==> config.mk <==
export PLATFORM = sky130hd
export DESIGN_NAME = psmc_top
export DESIGN_NICKNAME = d
export VERILOG_FILES = /design/src/rtl/psmc_pkg.sv /design/src/rtl/psmc_top.sv
export VERILOG_INCLUDE_DIRS = /design/src /design/src/rtl
export SDC_FILE = /design/constraint.sdc
export NUM_CORES = 1
export LEC_CHECK = 0
export BUFFER_PORTS_ARGS = -buffer_cell sky130_fd_sc_hd__buf_4
export CORE_ASPECT_RATIO = 1.5
export CORE_UTILIZATION = 30
export CTS_CLUSTER_SIZE = 12
export DETAILED_ROUTE_END_ITERATION = 6
export GPL_TIMING_DRIVEN = 0
export MAX_ROUTING_LAYER = met4
export PLACE_DENSITY = 0.69
export SLEW_MARGIN = 20
export SYNTH_ARGS = -nofsm -noshare
export SYNTH_HDL_FRONTEND = slang
export SYNTH_SLANG_ARGS = --single-unit
==> constraint.sdc <==
create_clock -name REF_CLK -period 2.3 [get_ports REF_CLK]
set_input_delay 0.23 -clock REF_CLK [delete_from_list [all_inputs] [get_ports REF_CLK]]
set_output_delay 0.23 -clock REF_CLK [all_outputs]
set_load 0.02 [all_outputs]
==> src/rtl/psmc_defs.svh <==
// Constants for the power save mode controller: register offsets, fields, resets.
// Assumes a 100 MHz REF_CLK and a 32-bit AXI4-Lite register bus.
// How it works
// - After any reset the controller sits in the default run state, all four clock groups running.
// - Out of reset the clock source is the system RC oscillator, FLL and PLLs off.
// - After reset no clock prescaler divides the system RC frequency.
// - On reset release the core boot address points at flash start, zero.
// - The analog supply monitor stays armed in every mode and resets the chip.
// - In any power save mode the core is held from executing instructions.
// - A wake-up returns to the run mode active at power save entry.
// - A reset during a power save mode always returns to the default run state.
// - I/O configuration is held frozen throughout every power save mode.
// - Sleep depth 0..3 stops CPU, then bus, peripheral/generic, then fast sources.
// - Light sleep gating overrides the bus and peripheral clock mask registers.
// - In light sleep only interrupts from still-clocked modules can wake.
// - Slow oscillators keep running in sleep only if enabled before entry.
// - Wait-for-interrupt enters light sleep when configured for that mode.
// - With sleep-on-exit set, leaving the lowest-priority ISR also enters sleep.
// - Any unmasked interrupt from a still-clocked group wakes light sleep and restarts clocks.
// - Wait and retention keep the core domain powered, preserving SRAM and registers.
// - Wait and retention stop all clocks but enabled 32 kHz sources.
// - Wait is the lowest mode where 32 kHz peripherals run autonomously.
// - Backup mode powers off the core domain and keeps the backup domain.
`ifndef PSMC_DEFS_SVH
`define PSMC_DEFS_SVH

`define PSMC_ADDR_CTRL 4'h0
`define PSMC_ADDR_STATUS 4'h4
`define PSMC_ADDR_MASK 4'h8
`define PSMC_ADDR_RUN 4'hc
`define PSMC_CTRL_DEPTH_LSB 0
`define PSMC_CTRL_DEEP_BIT 2
`define PSMC_CTRL_RET_BIT 3
`define PSMC_CTRL_BACKUP_SELECT_BIT 4
`define PSMC_CTRL_SOE_BIT 5
`define PSMC_CTRL_RESET 6'h00
`define PSMC_MASK_RESET 8'hff
`define PSMC_RUN_RESET 2'h0
`define PSMC_BOOT_ADDR 32'h0000_0000
`define PSMC_CLKEN_DEFAULT_RUN_STATE 4'hf
`define PSMC_GRP_CPU 0
`define PSMC_GRP_HSB 1
`define PSMC_GRP_PB 2
`define PSMC_GRP_FAST 3
`define PSMC_RESP_OKAY 2'h0
`define PSMC_RESP_SLVERR 2'h2

`endif

==> src/rtl/psmc_pkg.sv <==
// Types shared by the power save mode controller.
// Assumes psmc_defs.svh supplies the numeric constants.
package psmc_pkg;
    typedef enum logic [2:0] {
        PSMC_RUN,
        PSMC_SLEEP,
        PSMC_WAIT,
        PSMC_RETAIN,
        PSMC_BACKUP
    } psmc_mode_t;

    // Clock gate enables, one bit per clock group
    typedef struct packed {
        logic fast_src;
        logic pb_generic_clock;
        logic hsb;
        logic cpu;
    } psmc_gates_t;

    // Software configuration bits
    typedef struct packed {
        logic sleep_on_isr_exit;
        logic backup_select;
        logic retention_select;
        logic deep_sleep_select;
        logic [1:0] sleep_depth_field;
    } psmc_cfg_t;
endpackage

==> src/rtl/psmc_top.sv <==
// Power save mode controller: picks the mode on wait-for-interrupt, gates clocks,
// and brings the system back on wake-up or reset. Assumes the core pulses
// WFI_EXEC and ISR_EXIT for one cycle and all inputs are synchronous to REF_CLK.
//
// The register offsets and the AXI4-Lite register port were left to the implementer.
`timescale 1ns/1ps
`include "psmc_defs.svh"

module psmc_top (
    input wire logic REF_CLK,
    input wire logic SYS_RST,
    input wire logic ANALOG_SUPPLY_POR,
    input wire logic WFI_EXEC,
    input wire logic ISR_EXIT,
    input wire logic [7:0] IRQ_PEND,
    input wire logic [7:0] IRQ_CLOCKED_GRP,
    input wire logic ASYNC_WAKE,
    input wire logic SLOW_XTAL_EN,
    input wire logic SLOW_RC_EN,
    input wire logic [31:0] S_AXI_AWADDR,
    input wire logic S_AXI_AWVALID,
    output logic S_AXI_AWREADY,
    input wire logic [31:0] S_AXI_WDATA,
    input wire logic [3:0] S_AXI_WSTRB,
    input wire logic S_AXI_WVALID,
    output logic S_AXI_WREADY,
    output logic [1:0] S_AXI_BRESP,
    output logic S_AXI_BVALID,
    input wire logic S_AXI_BREADY,
    input wire logic [31:0] S_AXI_ARADDR,
    input wire logic S_AXI_ARVALID,
    output logic S_AXI_ARREADY,
    output logic [31:0] S_AXI_RDATA,
    output logic [1:0] S_AXI_RRESP,
    output logic S_AXI_RVALID,
    input wire logic S_AXI_RREADY,
    output psmc_pkg::psmc_gates_t CLK_GATES,
    output logic CPU_HALT,
    output logic CORE_PWR_EN,
    output logic IO_FREEZE,
    output logic SLOW_XTAL_RUN,
    output logic SLOW_RC_RUN,
    output logic CHIP_RST,
    output logic [31:0] BOOT_ADDR,
    output logic [1:0] RUN_MODE
);
    import psmc_pkg::*;

    psmc_mode_t mode_reg;
    psmc_mode_t mode_next;
    psmc_cfg_t cfg_reg;
    logic [7:0] mask_reg;
    logic [1:0] run_reg;
    logic [1:0] saved_run_reg;
    logic wake_sleep;
    logic enter;
    logic aw_hold_reg;
    logic w_hold_reg;
    logic [31:0] awaddr_reg;
    logic [31:0] wdata_reg;
    logic [3:0] wstrb_reg;
    logic rst_any;
    psmc_gates_t gates_next;

    // Decode the two-bit depth into gate enables; 1 means clock runs
    function automatic psmc_gates_t depth_gates(input logic [1:0] depth);
        psmc_gates_t g;
        g = '0;
        g.hsb = (depth < 2'h1);
        g.pb_generic_clock = (depth < 2'h2);
        g.fast_src = (depth < 2'h3);
        return g;
    endfunction

    // Whole-chip reset: the analog supply monitor is never masked by a mode
    assign rst_any = SYS_RST | ANALOG_SUPPLY_POR;

    // Sleep wakes only on unmasked pending irqs from groups still clocked
    assign wake_sleep = |(IRQ_PEND & mask_reg & IRQ_CLOCKED_GRP);
    // Entry on WAIT_FOR_IRQ_INSTR, or on leaving the last ISR when sleep-on-exit is set
    assign enter = WFI_EXEC | (ISR_EXIT & cfg_reg.sleep_on_isr_exit);

    // Mode selection; synchronous clocks are stopped in deep modes, so only
    // the asynchronous wake line can bring them back
    always_comb begin
        mode_next = mode_reg;
        case (mode_reg)
            PSMC_RUN: begin
                if (enter) begin
                    if (!cfg_reg.deep_sleep_select) begin
                        mode_next = PSMC_SLEEP;
                    end else if (cfg_reg.backup_select) begin
                        mode_next = PSMC_BACKUP;
                    end else if (cfg_reg.retention_select) begin
                        mode_next = PSMC_RETAIN;
                    end else begin
                        mode_next = PSMC_WAIT;
                    end
                end
            end
            PSMC_SLEEP: begin
                if (wake_sleep) begin
                    mode_next = PSMC_RUN;
                end
            end
            PSMC_WAIT, PSMC_RETAIN, PSMC_BACKUP: begin
                if (ASYNC_WAKE) begin
                    mode_next = PSMC_RUN;
                end
            end
            default: begin
                mode_next = PSMC_RUN;
            end
        endcase
    end

    // Mode register; any reset lands in the default run state
    always_ff @(posedge REF_CLK) begin
        if (rst_any) begin
            mode_reg <= PSMC_RUN;
        end else begin
            mode_reg <= mode_next;
        end
    end

    // Remember the run mode on entry so a wake-up restores it
    always_ff @(posedge REF_CLK) begin
        if (rst_any) begin
            saved_run_reg <= `PSMC_RUN_RESET;
        end else if (mode_reg == PSMC_RUN && enter) begin
            saved_run_reg <= run_reg;
        end
    end

    // Clock gates per mode; sleep ignores the software mask registers
    always_comb begin
        gates_next = psmc_gates_t'(`PSMC_CLKEN_DEFAULT_RUN_STATE);
        case (mode_next)
            PSMC_SLEEP: gates_next = depth_gates(cfg_reg.sleep_depth_field);
            PSMC_WAIT, PSMC_RETAIN, PSMC_BACKUP: gates_next = '0;
            default: gates_next = psmc_gates_t'(`PSMC_CLKEN_DEFAULT_RUN_STATE);
        endcase
    end

    // Registered power-domain and clock outputs
    always_ff @(posedge REF_CLK) begin
        if (rst_any) begin
            CLK_GATES <= psmc_gates_t'(`PSMC_CLKEN_DEFAULT_RUN_STATE);
            CPU_HALT <= 1'b0;
            CORE_PWR_EN <= 1'b1;
            IO_FREEZE <= 1'b0;
            SLOW_XTAL_RUN <= 1'b0;
            SLOW_RC_RUN <= 1'b0;
        end else begin
            CLK_GATES <= gates_next;
            CPU_HALT <= (mode_next != PSMC_RUN);
            CORE_PWR_EN <= (mode_next != PSMC_BACKUP);
            IO_FREEZE <= (mode_next != PSMC_RUN);
            // Slow sources keep going only if already enabled; wait keeps them
            // for autonomous 32 kHz peripherals
            SLOW_XTAL_RUN <= SLOW_XTAL_EN;
            SLOW_RC_RUN <= SLOW_RC_EN;
        end
    end

    // Reset cause out, boot address constant, and current run mode
    always_ff @(posedge REF_CLK) begin
        if (SYS_RST) begin
            CHIP_RST <= 1'b0;
            BOOT_ADDR <= `PSMC_BOOT_ADDR;
            RUN_MODE <= `PSMC_RUN_RESET;
        end else begin
            CHIP_RST <= ANALOG_SUPPLY_POR;
            BOOT_ADDR <= `PSMC_BOOT_ADDR;
            // Supply loss is a whole-chip reset, so it also drops to the default run state
            if (ANALOG_SUPPLY_POR) begin
                RUN_MODE <= `PSMC_RUN_RESET;
            end else begin
                RUN_MODE <= (mode_reg != PSMC_RUN && mode_next == PSMC_RUN) ? saved_run_reg
                    : run_reg;
            end
        end
    end

    // Write channel capture: address and data accepted in either order
    always_ff @(posedge REF_CLK) begin
        if (SYS_RST) begin
            aw_hold_reg <= 1'b0;
            w_hold_reg <= 1'b0;
            awaddr_reg <= 32'h0000_0000;
            wdata_reg <= 32'h0000_0000;
            wstrb_reg <= 4'h0;
            S_AXI_BVALID <= 1'b0;
            S_AXI_BRESP <= `PSMC_RESP_OKAY;
        end else begin
            if (S_AXI_AWVALID && S_AXI_AWREADY) begin
                aw_hold_reg <= 1'b1;
                awaddr_reg <= S_AXI_AWADDR;
            end
            if (S_AXI_WVALID && S_AXI_WREADY) begin
                w_hold_reg <= 1'b1;
                wdata_reg <= S_AXI_WDATA;
                wstrb_reg <= S_AXI_WSTRB;
            end
            if (aw_hold_reg && w_hold_reg && !S_AXI_BVALID) begin
                aw_hold_reg <= 1'b0;
                w_hold_reg <= 1'b0;
                S_AXI_BVALID <= 1'b1;
                S_AXI_BRESP <= (awaddr_reg[3:0] == `PSMC_ADDR_STATUS ||
                    awaddr_reg[31:4] != 28'h0) ? `PSMC_RESP_SLVERR : `PSMC_RESP_OKAY;
            end else if (S_AXI_BVALID && S_AXI_BREADY) begin
                S_AXI_BVALID <= 1'b0;
            end
        end
    end

    // Ready flags: one outstanding write and one read at a time
    always_ff @(posedge REF_CLK) begin
        if (SYS_RST) begin
            S_AXI_AWREADY <= 1'b0;
            S_AXI_WREADY <= 1'b0;
            S_AXI_ARREADY <= 1'b0;
        end else begin
            S_AXI_AWREADY <= !aw_hold_reg && !(S_AXI_AWVALID && S_AXI_AWREADY)
                && !S_AXI_BVALID;
            S_AXI_WREADY <= !w_hold_reg && !(S_AXI_WVALID && S_AXI_WREADY)
                && !S_AXI_BVALID;
            S_AXI_ARREADY <= !S_AXI_RVALID && !(S_AXI_ARVALID && S_AXI_ARREADY);
        end
    end

    // Register writes; byte lane 0 carries every field
    always_ff @(posedge REF_CLK) begin
        if (rst_any) begin
            cfg_reg <= psmc_cfg_t'(`PSMC_CTRL_RESET);
            mask_reg <= `PSMC_MASK_RESET;
            run_reg <= `PSMC_RUN_RESET;
        end else if (aw_hold_reg && w_hold_reg && !S_AXI_BVALID && wstrb_reg[0]
            && awaddr_reg[31:4] == 28'h0) begin
            case (awaddr_reg[3:0])
                `PSMC_ADDR_CTRL: cfg_reg <= psmc_cfg_t'(wdata_reg[5:0]);
                `PSMC_ADDR_MASK: mask_reg <= wdata_reg[7:0];
                `PSMC_ADDR_RUN: run_reg <= wdata_reg[1:0];
                default: mask_reg <= mask_reg;
            endcase
        end else if (mode_reg != PSMC_RUN && mode_next == PSMC_RUN) begin
            run_reg <= saved_run_reg;
        end
    end

    // Read channel; status shows the live mode and gates
    always_ff @(posedge REF_CLK) begin
        if (SYS_RST) begin
            S_AXI_RVALID <= 1'b0;
            S_AXI_RDATA <= 32'h0000_0000;
            S_AXI_RRESP <= `PSMC_RESP_OKAY;
        end else if (S_AXI_ARVALID && S_AXI_ARREADY) begin
            S_AXI_RVALID <= 1'b1;
            S_AXI_RRESP <= `PSMC_RESP_OKAY;
            S_AXI_RDATA <= 32'h0000_0000;
            if (S_AXI_ARADDR[31:4] != 28'h0) begin
                S_AXI_RRESP <= `PSMC_RESP_SLVERR;
            end else begin
                case (S_AXI_ARADDR[3:0])
                    `PSMC_ADDR_CTRL: S_AXI_RDATA <= {26'h0, cfg_reg};
                    `PSMC_ADDR_STATUS: S_AXI_RDATA <= {25'h0, CLK_GATES, mode_reg};
                    `PSMC_ADDR_MASK: S_AXI_RDATA <= {24'h0, mask_reg};
                    `PSMC_ADDR_RUN: S_AXI_RDATA <= {30'h0, run_reg};
                    default: S_AXI_RRESP <= `PSMC_RESP_SLVERR;
                endcase
            end
        end else if (S_AXI_RVALID && S_AXI_RREADY) begin
            S_AXI_RVALID <= 1'b0;
        end
    end
endmodule

==> results of run 1 <==
## critical path, stage by stage (launching register included)
cell	delay, ns
dfxtp_1	0.31
nor4_1	0.40
and4_1	0.31
nand4_2	0.22
or3_1	0.40
buf_4	0.19
mux2i_1	0.13
## per-layer routing
| layer | vias to the layer above | routed length (um) |
|---|---|---|
| met5 | - | 0 |
| met4 | 0 | 202 |
| met3 | 16 | 953 |
| met2 | 166 | 5317 |
| met1 | 1626 | 3913 |
| li1 | 1932 | - |
## layout make-up
| cell class | count | share of cell area [%] |
|---|---|---|
| buffer | 82 | 9.359 |
| clock buffer | 11 | 4.086 |
| clock inverter | 5 | 1.098 |
| inverter | 5 | 0.3295 |
| multi-input combinational | 368 | 33.39 |
| sequential | 90 | 31.63 |
| tap | 159 | 3.493 |
| timing repair buffer | 126 | 16.61 |
## placed cells by master, fill, tap and decap left out, types with 2 or more instances in the layout
| master | instances |
|---|---|
| buf_1 | 3 |
| a21oi_1 | 50 |
| mux2_2 | 3 |
| buf_4 | 186 |
| nor2_1 | 39 |
| nor2b_1 | 3 |
| mux4_2 | 2 |
| and2_1 | 4 |
| nand4_1 | 2 |
| clkbuf_1 | 21 |
| clkbuf_16 | 9 |
| dfxtp_1 | 90 |
| nand3_1 | 12 |
| clkinvlp_4 | 2 |
| nor3_4 | 2 |
| a22oi_1 | 8 |
| mux2i_1 | 23 |
| conb_1 | 58 |
| nand2_1 | 106 |
| inv_1 | 5 |
| or2_2 | 2 |
| or3_1 | 3 |
| nor3_1 | 3 |
| o21ai_0 | 13 |
| nand2b_1 | 2 |
| nor4_1 | 15 |
## kinds of logic after synthesis
logic type | after synthesis | share of synthesized area, %
AO/OA/AOI/OAI | 81 | 11.30
multiplexers | 28 | 7.647
AND/OR/NAND/NOR | 201 | 22.72
flip-flops | 90 | 44.58
other | 1 | 0.09279
buffers and inverters | 87 | 13.65
## power breakdown
| part | leakage (nW) | internal (mW) | switching [mW] | total (mW) |
|---|---|---|---|---|
| Sequential | 0.732 | 1.61 | 0.0340 | 1.64 |
| Clock | 0.136 | 0.849 | 0.623 | 1.47 |
| Combinational | 1.73 | 0.264 | 0.283 | 0.547 |
| Total | 2.59 | 2.72 | 0.940 | 3.66 |
## metrics by stage
| stage | cells | utilization [%] | setup WS (ns) | hold WS, ns | power [mW] |
|---|---|---|---|---|---|
| after detailed placement | 830 | 41.28 | 0.2289 | 0.4373 | 2.226 |
| after CTS | 846 | 43.54 | 0.2171 | 0.07101 | 3.708 |
| after floorplan | 545 | - | 0.5958 | 0.3338 | 2.012 |
| after global routing | 846 | 43.54 | 0.05400 | 0.07394 | 3.840 |
| final | 846 | 43.54 | 0.2169 | 0.08405 | 3.662 |
| after global placement | 830 | 41.28 | 0.2540 | 0.4334 | 2.221 |
## path summary, 6_finish.rpt
path                       start              to  slack, ns  cells after the start
setup / recovery  awaddr_reg[15]     mask_reg[6]       0.22                      6
hold / removal      SLOW_XTAL_EN   SLOW_XTAL_RUN       0.08                      2
setup reg to reg  awaddr_reg[15]     mask_reg[6]       0.22                      6
hold reg to reg   awaddr_reg[17]  awaddr_reg[17]       0.45                      2
==> results by group, run 1 <==
Placement
  • Placed cell area: 5400 um2
  • DP HPWL: 8341 um
  • Global placement routability congestion: 0.8132
  • PortBufs: 126

Timing
  • Post-layout min period: 2.083 ns
  • Crit share post-route: 90.57%
  • Fin. max-slew vios: 0
  • Measured slew at the worst slew-check pin: 0.6508 ns
  • Final Hold Fails: 0
  • Final TNS setup: 0 ns
  • Max Freq: 480.1 MHz
  • Slew margin rel.: 56.25%
  • Worst Clk Skew: 0.008541 ns
  • Finish-stage setup viols: 0
  • Unrepaired setup endpoints after global routing: no

Global route
  • First-pass GRT wire length: 16,790 um
  • Initial antenna violation count: 0
  • Vias in the first global route: 3,405
  • Maximum number of pins on one net before global-route repair: 16
  • Met1 global-route usage: 16.27%
  • Gr busiest metal: met2
  • GRT Util Overall: 15.90%
  • Met2 usage: 28.06%
  • GRT Residual Overflow: 0
  • M3 GR Usage: 4.978%

Routing
  • Via count: 3,740
  • Pre-antenna DRT Iters: 4
  • DR DRC count: 0
  • Routed WL per cell: 12.28 um
  • DR vias/cell: 4.421
  • Antenna Nets Post-Route: 0
  • Iter 0 DRT Violations: 101
  • Drt total wl: 10,390 um

Yosys
  • Yosys warning count: 0
  • Top-area cell type share of the netlist area: 44.58%
  • Syn Area/Cell: 8.282 um2
  • Cell Area, Synth: 4041 um2
  • Unique masters post-synth: 42
  • Post-synthesis sequential area ratio: 44.58%
  • FF+latch count, synth: 90
  • Top post-synthesis cells by area: dfxtp_1 (45%), buf_4 (11%), nand2_1 (9.8%), a21oi_1 (6.2%), mux2i_1 (5.7%)
  • Most common cell in the netlist: nand2_1
  • EDFF count, synth: 0
  • Async SR Flop Fraction: 0%
  • Largest area contributor in the netlist: dfxtp_1
  • Mapped Cells: 488
  • Predominant post-synthesis flop cell: dfxtp_1
  • Synth cell count leaders: nand2_1 (106), dfxtp_1 (90), buf_4 (60)

Die
  • Die area: 13,950 um2
  • Die height: 144.2 um
  • Core Footprint: 13,080 um2
  • Die Wd: 96.77 um
  • Initial Util: 30.89%
  • Io pins: 214
  • Cell row count: 51

Final layout
  • Final Cell Area: 5695 um2
  • Layout Nets: 811
  • Multi-input gate area: 1902 um2
  • Antenna Cells: 0
  • Fillcell total: 1,338
  • FF/Latch Area: 1802 um2
  • Share of layout cells above drive strength 1: 31.00%
  • Area Growth Syn to Fin: 40.93%
  • Largest register FFs: 32

Hold path
  • Worst hold path class: input pin to flip-flop

Job
  • Max cap viols: 0

Power and ir drop
  • PD cells: 643.1 nW/um2
  • Leak: 2.595 nW
  • Max VDD drop: 0.4909 mV

Clocking
  • Clk_lat worst skew: 0.34 ns
  • CTS buffer count: 9
  • CTS tree: built
  • Post-CTS Setup Inserts: 0
  • CTS Hold Buffers Added: 0
  • CTS max path bufs: 2
  • Root Driver: clkbuf_16
  • CTS sink cnt: 90
  • Post-cts gate resize count: 0
  • Htree depth: 3
  • Clock Pin Slew Worst Setup and Hold Paths: 0.06 ns

Worst setup path
  • CP arrival: 2.31 ns
  • WS Path Type: flip-flop to flip-flop
  • Startpoint types: flip-flop
  • Type of element capturing the critical path: flip-flop
  • Crit path max fanout: 8
  • CP required: 2.52 ns

Run status
  • Status: finished, final reports clean
No activity file was read; power rests on OpenSTA's default activity.
==> run 2, diff against run 1 <==
--- a/config.mk
+++ b/config.mk
@@ -14,6 +14,7 @@
 export GPL_TIMING_DRIVEN = 0
 export MAX_ROUTING_LAYER = met4
 export PLACE_DENSITY = 0.69
+export RECOVER_POWER = 25
 export SLEW_MARGIN = 20
 export SYNTH_ARGS = -nofsm -noshare
 export SYNTH_HDL_FRONTEND = slang
==> run 2 against run 1 <==
  * Sequential power is essentially flat
  * Die area is the same
  * Worst setup slack gained 0.011 ns
  * Critical path depth did not move
  * Global-route usage did not move
  * Largest power group unchanged
  * Largest cell class unchanged
  * Final cell count unchanged
==> results by group, run 2 (synthesis results as in run 1) <==
Routing
  • Pre-antenna DRT Iters: 4 (unchanged)
  • Via count: 3,750 (was 3,740)
  • DR vias/cell: 4.433 (was 4.421)
  • DR DRC count: 0 (unchanged)
  • Iter 0 DRT Violations: 92 (was 101)
  • Routed WL per cell: 12.28 um (about the same)
  • Antenna Nets Post-Route: 0 (unchanged)
  • Drt total wl: 10,390 um (about the same)

Placement
  • Placed cell area: 5400 um2 (unchanged)
  • PortBufs: 126 (unchanged)
  • DP HPWL: 8341 um (unchanged)
  • Cells after DPL: 830 (unchanged)
  • Global placement routability congestion: 0.8132 (unchanged)

Clocking
  • Htree depth: 3 (unchanged)
  • Post-CTS Setup Inserts: 0 (unchanged)
  • Root Driver: clkbuf_16 (unchanged)
  • CTS sink cnt: 90 (unchanged)
  • Clk_lat worst skew: 0.34 ns (about the same)
  • Clock Pin Slew Worst Setup and Hold Paths: 0.06 ns (about the same)
  • CTS buffer count: 9 (unchanged)
  • CTS Hold Buffers Added: 0 (unchanged)
  • Post-cts gate resize count: 0 (unchanged)
  • CTS tree: built (unchanged)
  • CTS max path bufs: 2 (unchanged)

Global route
  • GRT Util Overall: 15.90% (unchanged)
  • Vias in the first global route: 3,405 (unchanged)
  • Maximum number of pins on one net before global-route repair: 16 (unchanged)
  • GRT Residual Overflow: 0 (unchanged)
  • First-pass GRT wire length: 16,790 um (unchanged)
  • Initial antenna violation count: 0 (unchanged)

Hold path
  • Worst hold path class: input pin to flip-flop (unchanged)

Final layout
  • Multi-input gate area: 1902 um2 (unchanged)
  • Layout Nets: 811 (unchanged)
  • Share of layout cells above drive strength 1: 27.66% (was 31.00%)
  • Largest register FFs: 32 (unchanged)
  • Commonest non-fill, non-tap cell in the layout: buf_4 (unchanged)
  • Area Growth Syn to Fin: 38.79% (was 40.93%)
  • Fillcell total: 1,361 (was 1,338)
  • FF/Latch Area: 1802 um2 (unchanged)
  • Antenna Cells: 0 (unchanged)
  • Most frequent cells in the layout: buf_4 (163), nand2_1 (106), dfxtp_1 (90), conb_1 (58), a21oi_1 (50) (was buf_4 (186), nand2_1 (106), dfxtp_1 (90), conb_1 (58), a21oi_1 (50))
  • Final Cell Area: 5609 um2 (was 5695 um2)
  • Non-filler cells, final: 846 (unchanged)

Run status
  • Status: finished, final reports clean (unchanged)

Job
  • Max cap viols: 0 (unchanged)

Worst setup path
  • Crit-path cells: nor4_1, and4_1, nand4_2, or3_1, buf_4, mux2i_1 (unchanged)
  • Startpoint types: flip-flop (unchanged)
  • Crit path max-delay cell type: nor4_1 (unchanged)
  • WS Path Type: flip-flop to flip-flop (unchanged)
  • CP required: 2.53 ns (was 2.52 ns)
  • Type of element capturing the critical path: flip-flop (unchanged)
  • Critical path's largest stage delay: 0.40 ns (about the same)
  • Crit path max fanout: 8 (unchanged)
  • CP arrival: 2.30 ns (was 2.31 ns)

Timing
  • Max Freq: 482.7 MHz (was 480.1 MHz)
  • Final TNS setup: 0 ns (unchanged)
  • Slew margin rel.: 56.06% (was 56.25%)
  • Measured slew at the worst slew-check pin: 0.6536 ns (was 0.6508 ns)
  • Final Hold Fails: 0 (unchanged)
  • Unrepaired setup endpoints after global routing: no (unchanged)
  • Post-layout min period: 2.072 ns (was 2.083 ns)
  • Worst Clk Skew: 0.006860 ns (was 0.008541 ns)
  • Finish-stage setup viols: 0 (unchanged)
  • Crit share post-route: 90.08% (was 90.57%)
  • Fin. max-slew vios: 0 (unchanged)

Die
  • Die Wd: 96.77 um (unchanged)
  • Cell row count: 51 (unchanged)
  • Io pins: 214 (unchanged)
  • Core Footprint: 13,080 um2 (unchanged)
  • Die height: 144.2 um (unchanged)
  • Initial Util: 30.89% (unchanged)
  • Die area: 13,950 um2 (unchanged)

Power and ir drop
  • Clock Power Share: 40.3% (was 40.2%)
  • PD cells: 651.6 nW/um2 (was 643.1 nW/um2)
  • P_sw: 0.9397 mW (was 0.9400 mW)
  • Leak: 2.505 nW (was 2.595 nW)
  • Sequential power share: 45.0% (was 44.9%)
  • Max VDD drop: 0.4905 mV (was 0.4909 mV)
  • Logic pwr share: 14.7% (was 14.9%)
  • Pint: 2.715 mW (was 2.723 mW)
  • Switching Fraction: 25.71% (was 25.67%)
-- run 2: cell count changes in the layout (fill, tap and decap cells not counted), sizes merged --
cell | previous run | this run
clkbuf | 30 | 53
buf | 189 | 166
-- run 2: critical path, delay by kind of cell, from the launching register on --
family	cells	cell delay, ns
AND/OR/NAND/NOR	4	1.32
multiplexers	1	0.13
flip-flops	1	0.31
buffers and inverters	1	0.19
-- run 2: path summary, 6_finish.rpt --
path,start,endpoint,slack [ns],depth (start not counted)
worst max-delay path,awaddr_reg[15],mask_reg[6],0.23,6
worst min-delay path,SLOW_XTAL_EN,SLOW_XTAL_RUN,0.08,2
worst max register to register,awaddr_reg[15],mask_reg[6],0.23,6
worst min register to register,awaddr_reg[17],awaddr_reg[17],0.45,2
-- run 2: final cells by class --
cell class / count / share of cell area, %
buffer: 82 / 9.503
multi-input combinational: 368 / 33.91
timing repair buffer: 126 / 15.32
sequential: 90 / 32.12
tap: 159 / 3.547
clock inverter: 5 / 1.115
inverter: 5 / 0.3346
clock buffer: 11 / 4.149
-- run 2: metrics by stage --
step	util, %	power, mW	worst slack (ns)	hold slack, ns
finish	42.88	3.655	0.2282	0.08306
global route	42.88	3.832	0.05400	0.07394
CTS	43.54	3.708	0.2171	0.07101
detailed placement	41.28	2.226	0.2289	0.4373
global placement	41.28	2.221	0.2540	0.4334
floorplan	-	2.012	0.5958	0.3338
-- run 2: metal layers --
layer	up-vias	share of wire [%]	global-route usage, %
met1	1632	38	16.27
li1	1935	-	-
met5	-	0	-
met3	19	8.7	4.978
met2	164	51	28.06
met4	0	2.3	6.913
-- run 2: power by group through the flow --
stage / clock [mW] / sequential, mW / combinational [mW]
6_report: 1.47 / 1.64 / 0.539
3_3_place_gp: 0 / 1.68 / 0.543
2_1_floorplan: 0 / 1.68 / 0.328
5_1_grt: 1.59 / 1.65 / 0.591
3_5_place_dp: 0 / 1.68 / 0.547
4_1_cts: 1.52 / 1.64 / 0.548
==> run 3, diff against run 2 <==
--- a/config.mk
+++ b/config.mk
@@ -8,13 +8,14 @@
 export LEC_CHECK = 0
 export BUFFER_PORTS_ARGS = -buffer_cell sky130_fd_sc_hd__buf_4
 export CORE_ASPECT_RATIO = 1.5
-export CORE_UTILIZATION = 30
+export CORE_UTILIZATION = 45
 export CTS_CLUSTER_SIZE = 12
 export DETAILED_ROUTE_END_ITERATION = 6
 export GPL_TIMING_DRIVEN = 0
 export MAX_ROUTING_LAYER = met4
-export PLACE_DENSITY = 0.69
+export PLACE_DENSITY = 0.92
 export RECOVER_POWER = 25
+export REMOVE_ABC_BUFFERS = 1
 export SLEW_MARGIN = 20
 export SYNTH_ARGS = -nofsm -noshare
 export SYNTH_HDL_FRONTEND = slang
==> run 3 against run 2 <==
  * Final cell count decreased by 15%
  * Clock skew is 0.00077 ns higher
  * Clock power increased by 6%
  * Critical path depth decreased by 1
  * Utilization grew 15 points
  * Sequential power about the same
  * Largest cell class unchanged
==> results by group, run 3 (synthesis results as in run 1) <==
Power and ir drop
  • Clock Power Share: 42.7% (was 40.3%)
  • Switching Fraction: 23.26% (was 25.71%)
  • Sequential power share: 45.0% (about the same)
  • Max VDD drop: 0.4702 mV (was 0.4905 mV)
  • Leak: 2.196 nW (was 2.505 nW)
  • Total Power: 3.653 mW (was 3.655 mW)
  • Pint: 2.803 mW (was 2.715 mW)
  • PD cells: 720.3 nW/um2 (was 651.6 nW/um2)
  • Logic pwr share: 12.3% (was 14.7%)
  • P_sw: 0.8497 mW (was 0.9397 mW)

Worst setup path
  • R2R Path End: mask_reg[0] (was mask_reg[6])
  • Crit-path cells: nor4_1, and3_1, nand4_2, or3_1, mux2i_1 (was nor4_1, and4_1, nand4_2, or3_1, buf_4, mux2i_1)
  • WS Path Type: flip-flop to flip-flop (unchanged)
  • CP required: 2.50 ns (was 2.53 ns)
  • CP arrival: 2.24 ns (was 2.30 ns)
  • Startpoint types: flip-flop (unchanged)
  • R2r setup slk: 0.26 ns (was 0.23 ns)
  • Crit path max fanout: 8 (unchanged)
  • Type of element capturing the critical path: flip-flop (unchanged)
  • Reg2reg path depth: 5 (was 6)
  • Crit path max-delay cell type: or3_1 (was nor4_1)
  • Reg2reg start: awaddr_reg[21] (was awaddr_reg[15])
  • Critical path's largest stage delay: 0.62 ns (was 0.40 ns)

Routing
  • Drt total wl: 9481 um (was 10,390 um)
  • DR DRC count: 0 (unchanged)
  • Routed WL per cell: 13.24 um (was 12.28 um)
  • Antenna Nets Post-Route: 0 (unchanged)
  • Iter 0 DRT Violations: 131 (was 92)
  • Pre-antenna DRT Iters: 7 (was 4)
  • DR vias/cell: 4.925 (was 4.433)
  • Via count: 3,526 (was 3,750)

Global route
  • GRT Util Overall: 21.43% (was 15.90%)
  • Vias in the first global route: 3,415 (was 3,405)
  • Maximum number of pins on one net before global-route repair: 62 (was 16)
  • First-pass GRT wire length: 15,040 um (was 16,790 um)
  • GRT Residual Overflow: 0 (unchanged)
  • Initial antenna violation count: 0 (unchanged)

Clocking
  • Root Driver: clkbuf_16 (unchanged)
  • Htree depth: 3 (unchanged)
  • Clock Pin Slew Worst Setup and Hold Paths: 0.06 ns (about the same)
  • CTS tree: built (unchanged)
  • Clk_lat worst skew: 0.33 ns (was 0.34 ns)
  • CTS sink cnt: 90 (unchanged)
  • Post-cts gate resize count: 0 (unchanged)
  • CTS buffer count: 9 (unchanged)
  • CTS Hold Buffers Added: 0 (unchanged)
  • CTS max path bufs: 2 (unchanged)
  • Post-CTS Setup Inserts: 0 (unchanged)

Die
  • Initial Util: 46.05% (was 30.89%)
  • Io pins: 214 (unchanged)
  • Die Wd: 79.38 um (was 96.77 um)
  • Cell row count: 42 (was 51)
  • Die height: 118.1 um (was 144.2 um)
  • Core Footprint: 8776 um2 (was 13,080 um2)
  • Die area: 9371 um2 (was 13,950 um2)

Hold path
  • Hold Path Sink: SLOW_XTAL_RUN (unchanged)
  • Hold_sp: SLOW_XTAL_EN (unchanged)
  • Worst hold stages: 2 (unchanged)
  • Worst hold path class: input pin to flip-flop (unchanged)

Final layout
  • Commonest non-fill, non-tap cell in the layout: buf_4 (unchanged)
  • Area Growth Syn to Fin: 25.48% (was 38.79%)
  • Most frequent cells in the layout: buf_4 (108), nand2_1 (106), dfxtp_1 (90), conb_1 (58), a21oi_1 (50) (was buf_4 (163), nand2_1 (106), dfxtp_1 (90), conb_1 (58), a21oi_1 (50))
  • Layout Nets: 731 (was 811)
  • Util after Layout: 57.78% (was 42.88%)
  • Antenna Cells: 0 (unchanged)
  • Largest register FFs: 32 (unchanged)
  • Final Cell Area: 5071 um2 (was 5609 um2)
  • Share of layout cells above drive strength 1: 22.61% (was 27.66%)
  • Fillcell total: 788 (was 1,361)

Placement
  • DP HPWL: 7425 um (was 8341 um)
  • Global placement routability congestion: 0.8113 (was 0.8132)
  • Placed cell area: 4823 um2 (was 5400 um2)
  • PortBufs: 128 (was 126)

Timing
  • Final Hold Fails: 0 (unchanged)
  • Finish-stage setup viols: 0 (unchanged)
  • Worst Clk Skew: 0.007632 ns (was 0.006860 ns)
  • Post-layout min period: 2.044 ns (was 2.072 ns)
  • Max Freq: 489.3 MHz (was 482.7 MHz)
  • Measured slew at the worst slew-check pin: 1.245 ns (was 0.6536 ns)
  • Crit share post-route: 88.85% (was 90.08%)
  • Unrepaired setup endpoints after global routing: no (unchanged)
  • Final TNS setup: 0 ns (unchanged)
  • Slew margin rel.: 17.00% (was 56.06%)
  • Fin. max-slew vios: 0 (unchanged)

Run status
  • Status: finished, final reports clean (unchanged)

Job
  • Max cap viols: 0 (unchanged)
==> run 3: cell count changes in the layout (fill, tap and decap cells not counted), moves of 2 or more <==
cell,change
clkinvlp_4,-2
buf_1,-3
buf_4,-55
clkbuf_1,-23
clkbuf_8,+2
==> run 3: critical path, delay by kind of cell, from the launching register on <==
| family | cells | cell delay, ns |
|---|---|---|
| AND/OR/NAND/NOR | 4 | 1.40 |
| flip-flops | 1 | 0.31 |
| multiplexers | 1 | 0.19 |
==> run 3: worst max path at each step <==
stage / start / end / cells after the start
final: awaddr_reg[21] / mask_reg[0] / 5
after detailed placement: awaddr_reg[7] / mask_reg[0] / 5
after global routing: awaddr_reg[12] / mask_reg[3] / 5
after floorplan: awaddr_reg[7] / mask_reg[0] / 5
after CTS: awaddr_reg[7] / mask_reg[0] / 5
after global placement: awaddr_reg[12] / mask_reg[7] / 5
==> run 3: metal layers <==
metal  vias up  track usage [%]  share of wire (%)
met5         -                -                  0
met4         0            10.68                3.6
met3        27            6.124                7.4
met2       160            38.31                 53
met1      1579            20.39                 36
li1       1760                -                  -
==> run 3: area by class of cell <==
class | instances | area, um2 | share of cell area (%)
Clock buffer | 13 | 260.3 | 5.132
Tap cell | 110 | 137.6 | 2.714
Inverter | 5 | 18.77 | 0.3701
Timing Repair Buffer | 128 | 887.1 | 17.49
Multi-Input combinational cell | 368 | 1906 | 37.58
Clock inverter | 2 | 60.06 | 1.184
Sequential cell | 90 | 1802 | 35.53
==> run 3: power groups by stage <==
stage	clock, mW	sequential (mW)	combinational, mW
2_1_floorplan	0	1.69	0.226
3_3_place_gp	0	1.67	0.445
3_5_place_dp	0	1.68	0.457
4_1_cts	1.59	1.64	0.458
5_1_grt	1.67	1.65	0.496
6_report	1.56	1.64	0.450
==> run 3: through the flow <==
stage	std cells	hold WS, ns	setup WS, ns
floorplan	463	0.2991	0.5265
global placement	701	0.4355	0.2181
detailed placement	701	0.4433	0.1994
CTS	716	0.08740	0.1920
global route	716	0.08946	0.08433
finish	716	0.09862	0.2564
